$ cat config.mk
export PLATFORM = sky130hd
export DESIGN_NAME = urbs_top
export DESIGN_NICKNAME = d
export VERILOG_FILES = /design/src/urbs_pkg.sv /design/src/urbs_baud_div.sv /design/src/urbs_rx_frame.sv /design/src/urbs_top.sv
export SDC_FILE = /design/constraint.sdc
export NUM_CORES = 1
export LEC_CHECK = 0
export ABC_AREA = 1
export BUFFER_PORTS_ARGS = -buffer_cell sky130_fd_sc_hd__buf_2
export CAP_MARGIN = 20
export CORE_MARGIN = 3
export CORE_UTILIZATION = 45
export CTS_BUF_LIST = sky130_fd_sc_hd__clkbuf_8
export DETAILED_ROUTE_END_ITERATION = 7
export PLACE_DENSITY = 0.62
export SKIP_LAST_GASP = 1
export SLEW_MARGIN = 20
export SYNTH_ARGS = -nofsm -noshare
export SYNTH_HDL_FRONTEND = slang
export SYNTH_SLANG_ARGS = --single-unit
$ cat constraint.sdc
create_clock -name clk_i -period 2.25 [get_ports clk_i]
set_input_delay 0.45 -clock clk_i [delete_from_list [all_inputs] [get_ports clk_i]]
set_output_delay 0.45 -clock clk_i [all_outputs]
set_load 0.005 [all_outputs]
$ cat src/urbs_pkg.sv
// Shared constants for the serial receive buffer and status block.
`default_nettype none
package urbs_pkg;
    // ------------------------------------------------------------
    // Register byte offsets
    // ------------------------------------------------------------
    localparam logic [4:0] ADDR_DATA   = 5'h00;
    localparam logic [4:0] ADDR_STAT_A = 5'h04;
    localparam logic [4:0] ADDR_CTRL_B = 5'h08;
    localparam logic [4:0] ADDR_CTRL_C = 5'h0C;
    localparam logic [4:0] ADDR_BAUD   = 5'h10;
    // ------------------------------------------------------------
    // Field positions
    // ------------------------------------------------------------
    localparam int STA_RXC   = 7;
    localparam int STA_FE    = 4;
    localparam int STA_DOR   = 3;
    localparam int STA_PE    = 2;
    localparam int CTB_RXCIE = 7;
    localparam int CTB_RXEN  = 4;
    localparam int CTB_CS2   = 2;
    localparam int CTB_RXB8  = 1;
    localparam int CTC_PEN   = 5;
    localparam int CTC_PODD  = 4;
    localparam int CTC_STOP  = 3;
    localparam int CTC_CS_LO = 1;
    localparam int ENT_PE    = 9;
    localparam int ENT_DOR   = 10;
    localparam int ENT_FE    = 11;
    localparam int ENT_W     = 12;
    // ------------------------------------------------------------
    // Reset values and counts
    // ------------------------------------------------------------
    localparam logic [2:0]  CS_RST   = 3'h3;
    localparam logic [2:0]  CS_NINE  = 3'h7;
    localparam logic [15:0] BAUD_RST = 16'h000A;
    localparam logic [3:0]  OVS_MID  = 4'h7;
    localparam logic [3:0]  OVS_LAST = 4'hF;
    localparam logic [3:0]  BITS_MIN = 4'h5;
    localparam logic [3:0]  BITS_MAX = 4'h8;
    localparam logic [3:0]  BITS_NINE = 4'h9;

    // Number of data bits for a character size code.
    function automatic logic [3:0] urbs_data_bits(input logic [2:0] cs);
        if (cs == CS_NINE) begin
            return BITS_NINE;
        end else if (cs[2]) begin
            return BITS_MAX;
        end
        return BITS_MIN + {2'h0, cs[1:0]};
    endfunction
endpackage
`default_nettype wire

$ cat src/urbs_baud_div.sv
// Divider that makes the sixteen-times oversampling enable pulse.
`default_nettype none
module urbs_baud_div #(
    parameter int W = 16
) (
    input  wire logic         clk_i,
    input  wire logic         rst_i,
    input  wire logic         enable_i,
    input  wire logic [W-1:0] divisor_i,
    output logic              tick_o
);
    generate
        if (W < 4) begin : g_chk
            $error("urbs_baud_div: W must be at least 4");
        end
    endgenerate

    logic [W-1:0] cnt;
    logic [W-1:0] next_cnt;
    logic         next_tick;

    always_comb begin
        next_cnt  = cnt + 1'b1;
        next_tick = 1'b0;
        if (!enable_i) begin
            next_cnt = '0;
        end else if (cnt >= divisor_i) begin
            next_cnt  = '0;
            next_tick = 1'b1;
        end
    end

    always_ff @(posedge clk_i) begin
        if (rst_i) begin
            cnt    <= '0;
            tick_o <= 1'b0;
        end else begin
            cnt    <= next_cnt;
            tick_o <= next_tick;
        end
    end
endmodule
`default_nettype wire

$ cat src/urbs_rx_frame.sv
// Receive shift logic that turns the serial line into framed characters.
`default_nettype none
module urbs_rx_frame
    import urbs_pkg::*;
(
    input  wire logic       clk_i,
    input  wire logic       rst_i,
    input  wire logic       enable_i,
    input  wire logic       tick_i,
    input  wire logic       rxd_i,
    input  wire logic [2:0] char_size_i,
    input  wire logic       parity_enable_i,
    input  wire logic       parity_odd_i,
    output logic            start_o,
    output logic            done_o,
    output logic [8:0]      data_o,
    output logic            frame_error_o,
    output logic            parity_error_o
);
    typedef enum logic [2:0] {
        S_IDLE, S_START, S_DATA, S_PARITY, S_STOP
    } urbs_rx_state_e;

    urbs_rx_state_e state;
    urbs_rx_state_e next_state;
    logic [3:0] os_cnt, next_os;
    logic [3:0] bit_idx, next_bit;
    logic [8:0] shreg, next_sh;
    logic       par_bit, next_par;
    logic       pen, next_pen;
    logic       next_start, next_done, next_fe, next_pe;
    logic [8:0] next_data;
    logic       sample;
    logic       rxd_q;

    assign sample = tick_i && (os_cnt == OVS_LAST);

    always_comb begin
        next_state = state;
        next_os    = tick_i ? os_cnt + 4'h1 : os_cnt;
        next_bit   = bit_idx;
        next_sh    = shreg;
        next_par   = par_bit;
        next_pen   = pen;
        next_start = 1'b0;
        next_done  = 1'b0;
        next_fe    = frame_error_o;
        next_pe    = parity_error_o;
        next_data  = data_o;
        case (state)
            S_IDLE: begin
                next_os = 4'h0;
                if (rxd_q && !rxd_i) begin
                    next_state = S_START;
                end
            end
            S_START: begin
                if (tick_i && os_cnt == OVS_MID) begin
                    if (rxd_i) begin
                        next_state = S_IDLE;
                    end else begin
                        next_state = S_DATA;
                        next_os    = 4'h0;
                        next_bit   = 4'h0;
                        next_sh    = '0;
                        next_pen   = parity_enable_i;
                        next_start = 1'b1;
                    end
                end
            end
            S_DATA: begin
                if (sample) begin
                    next_sh[bit_idx] = rxd_i;
                    next_bit = bit_idx + 4'h1;
                    if (bit_idx == urbs_data_bits(char_size_i) - 4'h1) begin
                        next_state = pen ? S_PARITY : S_STOP;
                    end
                end
            end
            S_PARITY: begin
                if (sample) begin
                    next_par   = rxd_i;
                    next_state = S_STOP;
                end
            end
            S_STOP: begin
                if (sample) begin
                    next_done  = 1'b1;
                    next_fe    = !rxd_i;
                    next_pe    = pen & (^shreg ^ par_bit ^ parity_odd_i);
                    next_data  = shreg;
                    next_state = S_IDLE;
                end
            end
            default: begin
                next_state = S_IDLE;
            end
        endcase
        if (!enable_i) begin
            next_state = S_IDLE;
            next_start = 1'b0;
            next_done  = 1'b0;
        end
    end

    always_ff @(posedge clk_i) begin
        if (rst_i) begin
            state          <= S_IDLE;
            rxd_q          <= 1'b1;
            os_cnt         <= 4'h0;
            bit_idx        <= 4'h0;
            shreg          <= '0;
            par_bit        <= 1'b0;
            pen            <= 1'b0;
            start_o        <= 1'b0;
            done_o         <= 1'b0;
            data_o         <= '0;
            frame_error_o  <= 1'b0;
            parity_error_o <= 1'b0;
        end else begin
            state          <= next_state;
            rxd_q          <= rxd_i;
            os_cnt         <= next_os;
            bit_idx        <= next_bit;
            shreg          <= next_sh;
            par_bit        <= next_par;
            pen            <= next_pen;
            start_o        <= next_start;
            done_o         <= next_done;
            data_o         <= next_data;
            frame_error_o  <= next_fe;
            parity_error_o <= next_pe;
        end
    end
endmodule
`default_nettype wire

$ cat src/urbs_top.sv
// Serial receive buffer, status flags and Wishbone register slave.
`default_nettype none
module urbs_top
    import urbs_pkg::*;
#(
    parameter int DEPTH = 2
) (
    input  wire logic        clk_i,
    input  wire logic        rst_i,
    input  wire logic        wb_cyc_i,
    input  wire logic        wb_stb_i,
    input  wire logic        wb_we_i,
    input  wire logic [4:0]  wb_adr_i,
    input  wire logic [3:0]  wb_sel_i,
    input  wire logic [31:0] wb_dat_i,
    output logic [31:0]      wb_dat_o,
    output logic             wb_ack_o,
    input  wire logic        gie_i,
    input  wire logic        serial_in_pin_i,
    output logic             rx_pin_override_o,
    output logic             rx_irq_o
);
    generate
        if (DEPTH < 2 || DEPTH > 8 || (DEPTH & (DEPTH - 1)) != 0) begin : g_chk
            $error("urbs_top: DEPTH must be a power of two from 2 to 8");
        end
    endgenerate

    localparam int PW = $clog2(DEPTH);

    // ------------------------------------------------------------
    // Pin synchroniser and receiver
    // ------------------------------------------------------------
    logic        pin_s1, pin_s2;
    logic        rx_complete_irq_enable, receiver_enable;
    logic [2:0]  char_size_select;
    logic        parity_enable_bit, parity_odd_select, stop_bit_count_select;
    logic [15:0] baud_div;
    logic        tick, rx_start, rx_done, rx_fe, rx_pe;
    logic [8:0]  rx_data;

    always_ff @(posedge clk_i) begin
        if (rst_i) begin
            pin_s1 <= 1'b1;
            pin_s2 <= 1'b1;
        end else begin
            pin_s1 <= serial_in_pin_i;
            pin_s2 <= pin_s1;
        end
    end

    urbs_baud_div #(.W(16)) u_div (
        .clk_i     (clk_i),
        .rst_i     (rst_i),
        .enable_i  (receiver_enable),
        .divisor_i (baud_div),
        .tick_o    (tick)
    );

    urbs_rx_frame u_rx (
        .clk_i           (clk_i),
        .rst_i           (rst_i),
        .enable_i        (receiver_enable),
        .tick_i          (tick),
        .rxd_i           (pin_s2),
        .char_size_i     (char_size_select),
        .parity_enable_i (parity_enable_bit),
        .parity_odd_i    (parity_odd_select),
        .start_o         (rx_start),
        .done_o          (rx_done),
        .data_o          (rx_data),
        .frame_error_o   (rx_fe),
        .parity_error_o  (rx_pe)
    );

    // ------------------------------------------------------------
    // Bus decode
    // ------------------------------------------------------------
    logic req, wr, rd, pop, push, full, rxc, ovr_evt;
    logic [ENT_W-1:0] mem [DEPTH];
    logic [ENT_W-1:0] head;
    logic [PW-1:0]    wptr, rptr;
    logic [PW:0]      count;

    assign req  = wb_cyc_i & wb_stb_i & ~wb_ack_o;
    assign wr   = req & wb_we_i;
    assign rd   = req & ~wb_we_i;
    assign head = mem[rptr];
    assign rxc  = count != '0;
    assign full = count == (PW + 1)'(DEPTH);
    assign pop  = rd && (wb_adr_i == ADDR_DATA) && rxc;

    // ------------------------------------------------------------
    // Receive buffer
    // ------------------------------------------------------------
    logic             pend, next_pend, dor_pend, next_dor_pend;
    logic [ENT_W-1:0] pend_ent, next_pend_ent;
    logic [ENT_W-1:0] next_mem [DEPTH];
    logic [PW-1:0]    next_wptr, next_rptr;
    logic [PW:0]      next_count;

    assign push    = receiver_enable & pend & (~full | pop);
    assign ovr_evt = receiver_enable & rx_start & pend & full & ~pop;

    always_comb begin
        next_mem      = mem;
        next_wptr     = wptr;
        next_rptr     = rptr;
        next_count    = count;
        next_pend     = pend;
        next_pend_ent = pend_ent;
        next_dor_pend = dor_pend;
        if (!receiver_enable) begin
            next_wptr     = '0;
            next_rptr     = '0;
            next_count    = '0;
            next_pend     = 1'b0;
            next_dor_pend = 1'b0;
        end else begin
            if (push) begin
                next_mem[wptr] = pend_ent;
                next_mem[wptr][ENT_DOR] = dor_pend;
                next_wptr     = wptr + 1'b1;
                next_pend     = 1'b0;
                next_dor_pend = 1'b0;
            end
            if (ovr_evt) begin
                next_pend     = 1'b0;
                next_dor_pend = 1'b1;
            end
            if (pop) begin
                next_rptr = rptr + 1'b1;
            end
            next_count = count + {{PW{1'b0}}, push} - {{PW{1'b0}}, pop};
            if (rx_done) begin
                next_pend = 1'b1;
                next_pend_ent = {rx_fe, 1'b0, rx_pe, rx_data};
            end
        end
    end

    always_ff @(posedge clk_i) begin
        if (rst_i) begin
            for (int i = 0; i < DEPTH; i++) begin
                mem[i] <= '0;
            end
            wptr     <= '0;
            rptr     <= '0;
            count    <= '0;
            pend     <= 1'b0;
            pend_ent <= '0;
            dor_pend <= 1'b0;
        end else begin
            mem      <= next_mem;
            wptr     <= next_wptr;
            rptr     <= next_rptr;
            count    <= next_count;
            pend     <= next_pend;
            pend_ent <= next_pend_ent;
            dor_pend <= next_dor_pend;
        end
    end

    // ------------------------------------------------------------
    // Control registers, read data and outputs
    // ------------------------------------------------------------
    logic        next_ie, next_en, next_pen, next_podd, next_stop;
    logic [2:0]  next_cs;
    logic [15:0] next_baud;
    logic [31:0] next_dat;
    logic        next_ack, next_irq;

    always_comb begin
        next_ie   = rx_complete_irq_enable;
        next_en   = receiver_enable;
        next_cs   = char_size_select;
        next_pen  = parity_enable_bit;
        next_podd = parity_odd_select;
        next_stop = stop_bit_count_select;
        next_baud = baud_div;
        next_dat  = '0;
        next_ack  = req;
        if (wr && wb_sel_i[0]) begin
            case (wb_adr_i)
                ADDR_CTRL_B: begin
                    next_ie    = wb_dat_i[CTB_RXCIE];
                    next_en    = wb_dat_i[CTB_RXEN];
                    next_cs[2] = wb_dat_i[CTB_CS2];
                end
                ADDR_CTRL_C: begin
                    next_pen     = wb_dat_i[CTC_PEN];
                    next_podd    = wb_dat_i[CTC_PODD];
                    next_stop    = wb_dat_i[CTC_STOP];
                    next_cs[1:0] = wb_dat_i[CTC_CS_LO +: 2];
                end
                ADDR_BAUD: begin
                    next_baud[7:0] = wb_dat_i[7:0];
                end
                default: begin
                    next_baud = baud_div;
                end
            endcase
        end
        if (wr && wb_sel_i[1] && wb_adr_i == ADDR_BAUD) begin
            next_baud[15:8] = wb_dat_i[15:8];
        end
        if (rd) begin
            case (wb_adr_i)
                ADDR_DATA: begin
                    next_dat[7:0] = rxc ? head[7:0] : 8'h00;
                end
                ADDR_STAT_A: begin
                    next_dat[STA_RXC] = rxc;
                    next_dat[STA_FE]  = rxc & head[ENT_FE];
                    next_dat[STA_DOR] = rxc & head[ENT_DOR];
                    next_dat[STA_PE]  = rxc & head[ENT_PE]
                                        & parity_enable_bit;
                end
                ADDR_CTRL_B: begin
                    next_dat[CTB_RXCIE] = rx_complete_irq_enable;
                    next_dat[CTB_RXEN]  = receiver_enable;
                    next_dat[CTB_CS2]   = char_size_select[2];
                    next_dat[CTB_RXB8]  = rxc & head[8];
                end
                ADDR_CTRL_C: begin
                    next_dat[CTC_PEN]  = parity_enable_bit;
                    next_dat[CTC_PODD] = parity_odd_select;
                    next_dat[CTC_STOP] = stop_bit_count_select;
                    next_dat[CTC_CS_LO +: 2] = char_size_select[1:0];
                end
                ADDR_BAUD: begin
                    next_dat[15:0] = baud_div;
                end
                default: begin
                    next_dat = '0;
                end
            endcase
        end
        next_irq = rxc & rx_complete_irq_enable & gie_i;
    end

    always_ff @(posedge clk_i) begin
        if (rst_i) begin
            rx_complete_irq_enable <= 1'b0;
            receiver_enable        <= 1'b0;
            char_size_select       <= CS_RST;
            parity_enable_bit      <= 1'b0;
            parity_odd_select      <= 1'b0;
            stop_bit_count_select  <= 1'b0;
            baud_div               <= BAUD_RST;
            wb_dat_o               <= '0;
            wb_ack_o               <= 1'b0;
            rx_irq_o               <= 1'b0;
            rx_pin_override_o      <= 1'b0;
        end else begin
            rx_complete_irq_enable <= next_ie;
            receiver_enable        <= next_en;
            char_size_select       <= next_cs;
            parity_enable_bit      <= next_pen;
            parity_odd_select      <= next_podd;
            stop_bit_count_select  <= next_stop;
            baud_div               <= next_baud;
            wb_dat_o               <= next_dat;
            wb_ack_o               <= next_ack;
            rx_irq_o               <= next_irq;
            rx_pin_override_o      <= next_en;
        end
    end
endmodule
`default_nettype wire

==> results summary <==
The largest total area in the synthesized netlist belongs to dfxtp_1. The final count of pins violating max slew came out at 0. The routed length per placed instance is approximately 13 µm. Of all nets on the critical path, the largest fanout is 4. The worst stage delay on the critical path came out at 0.36 ns. After clock tree synthesis, the clock-pin slew on the worst setup and hold paths is 0.07 ns.

The floorplan has 43 rows. The filler cells instantiated in the layout total 1378. The top cell types in the final layout, fill and taps aside, are nand2_1, dfxtp_1, inv_1, nor2_1, a21oi_1. After detailed routing, the number of remaining DRC violations is 0. TritonCTS built the clock tree. The ratio of total power to cell area came out at 648 mW/mm². Global routing finished with a remaining overflow of 0.

Data on the critical path arrives at its endpoint at ~2.3 ns. The final hold violation count was 0. The number of buffers inserted by post-CTS setup repair is 0.

The clock latency of the later-clocked register in the worst-skew pair came out at 0.44 ns. The distinct cell type count of the synthesized netlist came out at 48. The initial core utilization is 46.4%.

The total die area is 0.0160 mm². Setup repair after global routing left no endpoint under its margin. After synthesis the netlist holds a flip-flop and latch count of 138.

The global-route usage over all layers came out at 18.4%. The area share of the leading cell type in the synthesized netlist is 42.4%. The share of cells above drive strength 1 came out at 14.4%. In this run the tool buffered the top-level ports with 48 buffer cells. After floorplanning, the core was sized to cover 0.0140 mm².

The ratio of routed vias to standard cells is 4.78. The HPWL reported at the end of detailed placement came out at 10500 µm. The pre-antenna-repair detailed-routing pass consisted of 4 iterations. Traced cell by cell, the critical path runs through ha_1, o21ai_1, ha_1, xor2_1, o21ai_0, nor2_1, nand3_1, nand2_1, nand3_1, nand2_1, nor2_1.

The number of DRC markers in iteration 0 came out at 351. By startpoint and endpoint, the worst setup path is classified as flop to flop. The share of async-settable or async-resettable flops after synthesis came out at 0%. The average size of a mapped cell is 7.60 µm².

Among all stages on the critical path, the largest delay is contributed by dfxtp_1. The cell at the root of the clock tree is clkbuf_8. The number of top-level pins came out at 83.

The maximum clock rate is 520 MHz. Among all flip-flop cells after synthesis, the most frequent one is dfxtp_1. The maximum buffer depth of the clock tree is 2. Of the available clock period, the critical path in the final layout requires a little under nine tenths. Across all layers, the routed design uses approximately 5300 vias. Headroom to the max-slew limit came out at 58.2%. The maximum number of pins on one net before global-route repair is 33.

For the pin with the worst max-slew slack, the measured transition is 0.627 ns. Registers take between 0.002 and 0.003 mm². Setup violations remaining at the end of the flow were counted as 0. CTS built an H-tree with a depth of 4.

The max capacitance violation total is 0. The total leakage power is between 2 and 3 nW. The hold slack is 0.183 ns. The number of antenna violations at the first check in global routing came out at 0. Relative to the synthesized area, the layout overhead comes to 11.6%. The total inserted antenna cells is 0.

The global-route wire length before repair is 23700 µm. Measured along the y axis, the die boundary spans 126 µm. The die outline width is between 100 and 150 µm.

The number of nets in the final layout came out at just under 1000. STA classifies the critical path startpoint as a flop. In this run the remaining antenna-violating nets after routing total 0. The number of buffers inserted during clock tree synthesis came out at 17. Counting I/O delays and the setup requirement, the final critical path takes between 1.5 and 2 ns. The area used by multi-input combinational logic came out at 0.00314 mm².

The Yosys step of the flow raised 0 warnings. The total routed wirelength came out at 14100 µm. Adding up every negative setup slack in the final design gives 0 ns. The run finished with clean final reports.

The tightest min-delay check is of the primary input to flop type. The number of global-route vias before repair came out at 4937. STA puts the critical path data required time at between 2 and 3 ns. The synthesized cell area came out at 0.00651 mm². Yosys mapped a number of flops with a built-in enable equal to 0.

By area the synthesized netlist is led by dfxtp_1, nand2_1, a21oi_1, inv_1, nor2_1. The sequential-to-total area share from yosys stat is 42.4%. The synthesized netlist cell count is between 800 and 900.

The worst setup path is captured at a flop. The worst clock skew on the final layout came out at about 0.0084 ns. The worst IR drop on VDD came out at 0.353 mV. At the end of routability-driven placement, the weighted congestion stood at approximately 0.87. The TritonCTS sink count is ~140.
==> synth_stat cells, types with 3 or more instances <==
cell	n
a21oi_1	91
inv_1	100
buf_6	4
buf_2	3
nand2_1	138
dfxtp_1	138
ha_1	26
nand3_1	40
nand2_2	5
xnor2_1	9
clkbuf_1	13
xor2_1	11
or2_2	4
o21ai_0	66
buf_4	17
nor2_2	8
nor3_1	14
o21ai_1	8
nor2_1	100
nand2_4	4
o211ai_1	6
inv_2	6
nor2_4	7
nand4_1	8
==> logic make-up after synthesis <==
group / Yosys count / synth area share, %
XOR/XNOR: 21 / 2.94
flip-flops: 138 / 42.4
other: 1 / 0.0576
AND/OR/NAND/NOR: 337 / 24.0
AO/OA/AOI/OAI: 186 / 15.2
adder cells (fa/ha/maj): 26 / 4.99
multiplexers: 1 / 0.154
buffers and inverters: 147 / 10.3
==> state kept, by name, summed over array words and instances, names as in the netlist, 2 cells and up <==
signal and count:
pend_ent 11, u_div.cnt 16, u_rx.data_o 9, u_rx.shreg 9, mem 24, u_rx.bit_idx 4, char_size_select 3, u_rx.os_cnt 4
u_rx.state 3, count 2, wb_dat_o 16, baud_div 16
==> final timing paths <==
| kind | from | end | slack (ns) | cells after the start |
|---|---|---|---|---|
| min | serial_in_pin_i | pin_s1 | 0.18 | 2 |
| max | char_size_select[0] | u_rx.state[1] | 0.33 | 11 |
| min reg2reg | pin_s1 | pin_s2 | 0.41 | 1 |
| max reg2reg | char_size_select[0] | u_rx.state[1] | 0.33 | 11 |
==> what timing repair did <==
action | in CTS | in global routing
hold buffers | 0 | 0
setup endpoints to repair | 0 | 3
resized for setup | 0 | 1
endpoints found under the hold margin | 0 | 0
==> metal layers <==
layer,GRT usage (%),share of wire [%],up-vias
met2,28.0,44,103
met5,0,0,-
li1,-,-,2858
met4,5.36,0.57,0
met3,5.22,5.0,7
met1,25.6,50,2298
==> report_power, final <==
| group | switching [mW] | internal, mW | total [mW] | leakage [nW] |
|---|---|---|---|---|
| Clock | 0.906 | 1.23 | 2.13 | 0.221 |
| Sequential | 0.00249 | 2.44 | 2.45 | 1.11 |
| Combinational | 0.0860 | 0.0442 | 0.130 | 1.64 |
==> critical path, delay by kind of cell (launching register included) <==
kind                     cells  cell delay (ns)
AND/OR/NAND/NOR              6             0.49
adder cells (fa/ha/maj)      2             0.52
XOR/XNOR                     1             0.13
flip-flops                   1             0.36
AO/OA/AOI/OAI                2             0.32
==> stage by stage <==
stage	instances	total power [mW]	utilization (%)	setup WS, ns	instance area, µm²
floorplan	872	2.59	-	0.387	6570
global placement	1070	2.63	48.7	0.135	6840
detailed placement	1070	2.63	48.7	0.101	6840
CTS	1101	4.76	51.8	0.213	7270
global route	1101	4.91	51.8	0.0765	7270
finish	1101	4.71	51.8	0.327	7270
==> cell type report <==
type | count | share of cell area, %
clock inverter | 9 | 1.67
sequential | 138 | 38.0
clock buffer | 22 | 4.17
multi-input combinational | 587 | 43.2
inverter | 109 | 5.77
tap | 180 | 3.10
timing repair buffer | 56 | 4.13
No activity file was read; power rests on OpenSTA's default activity.
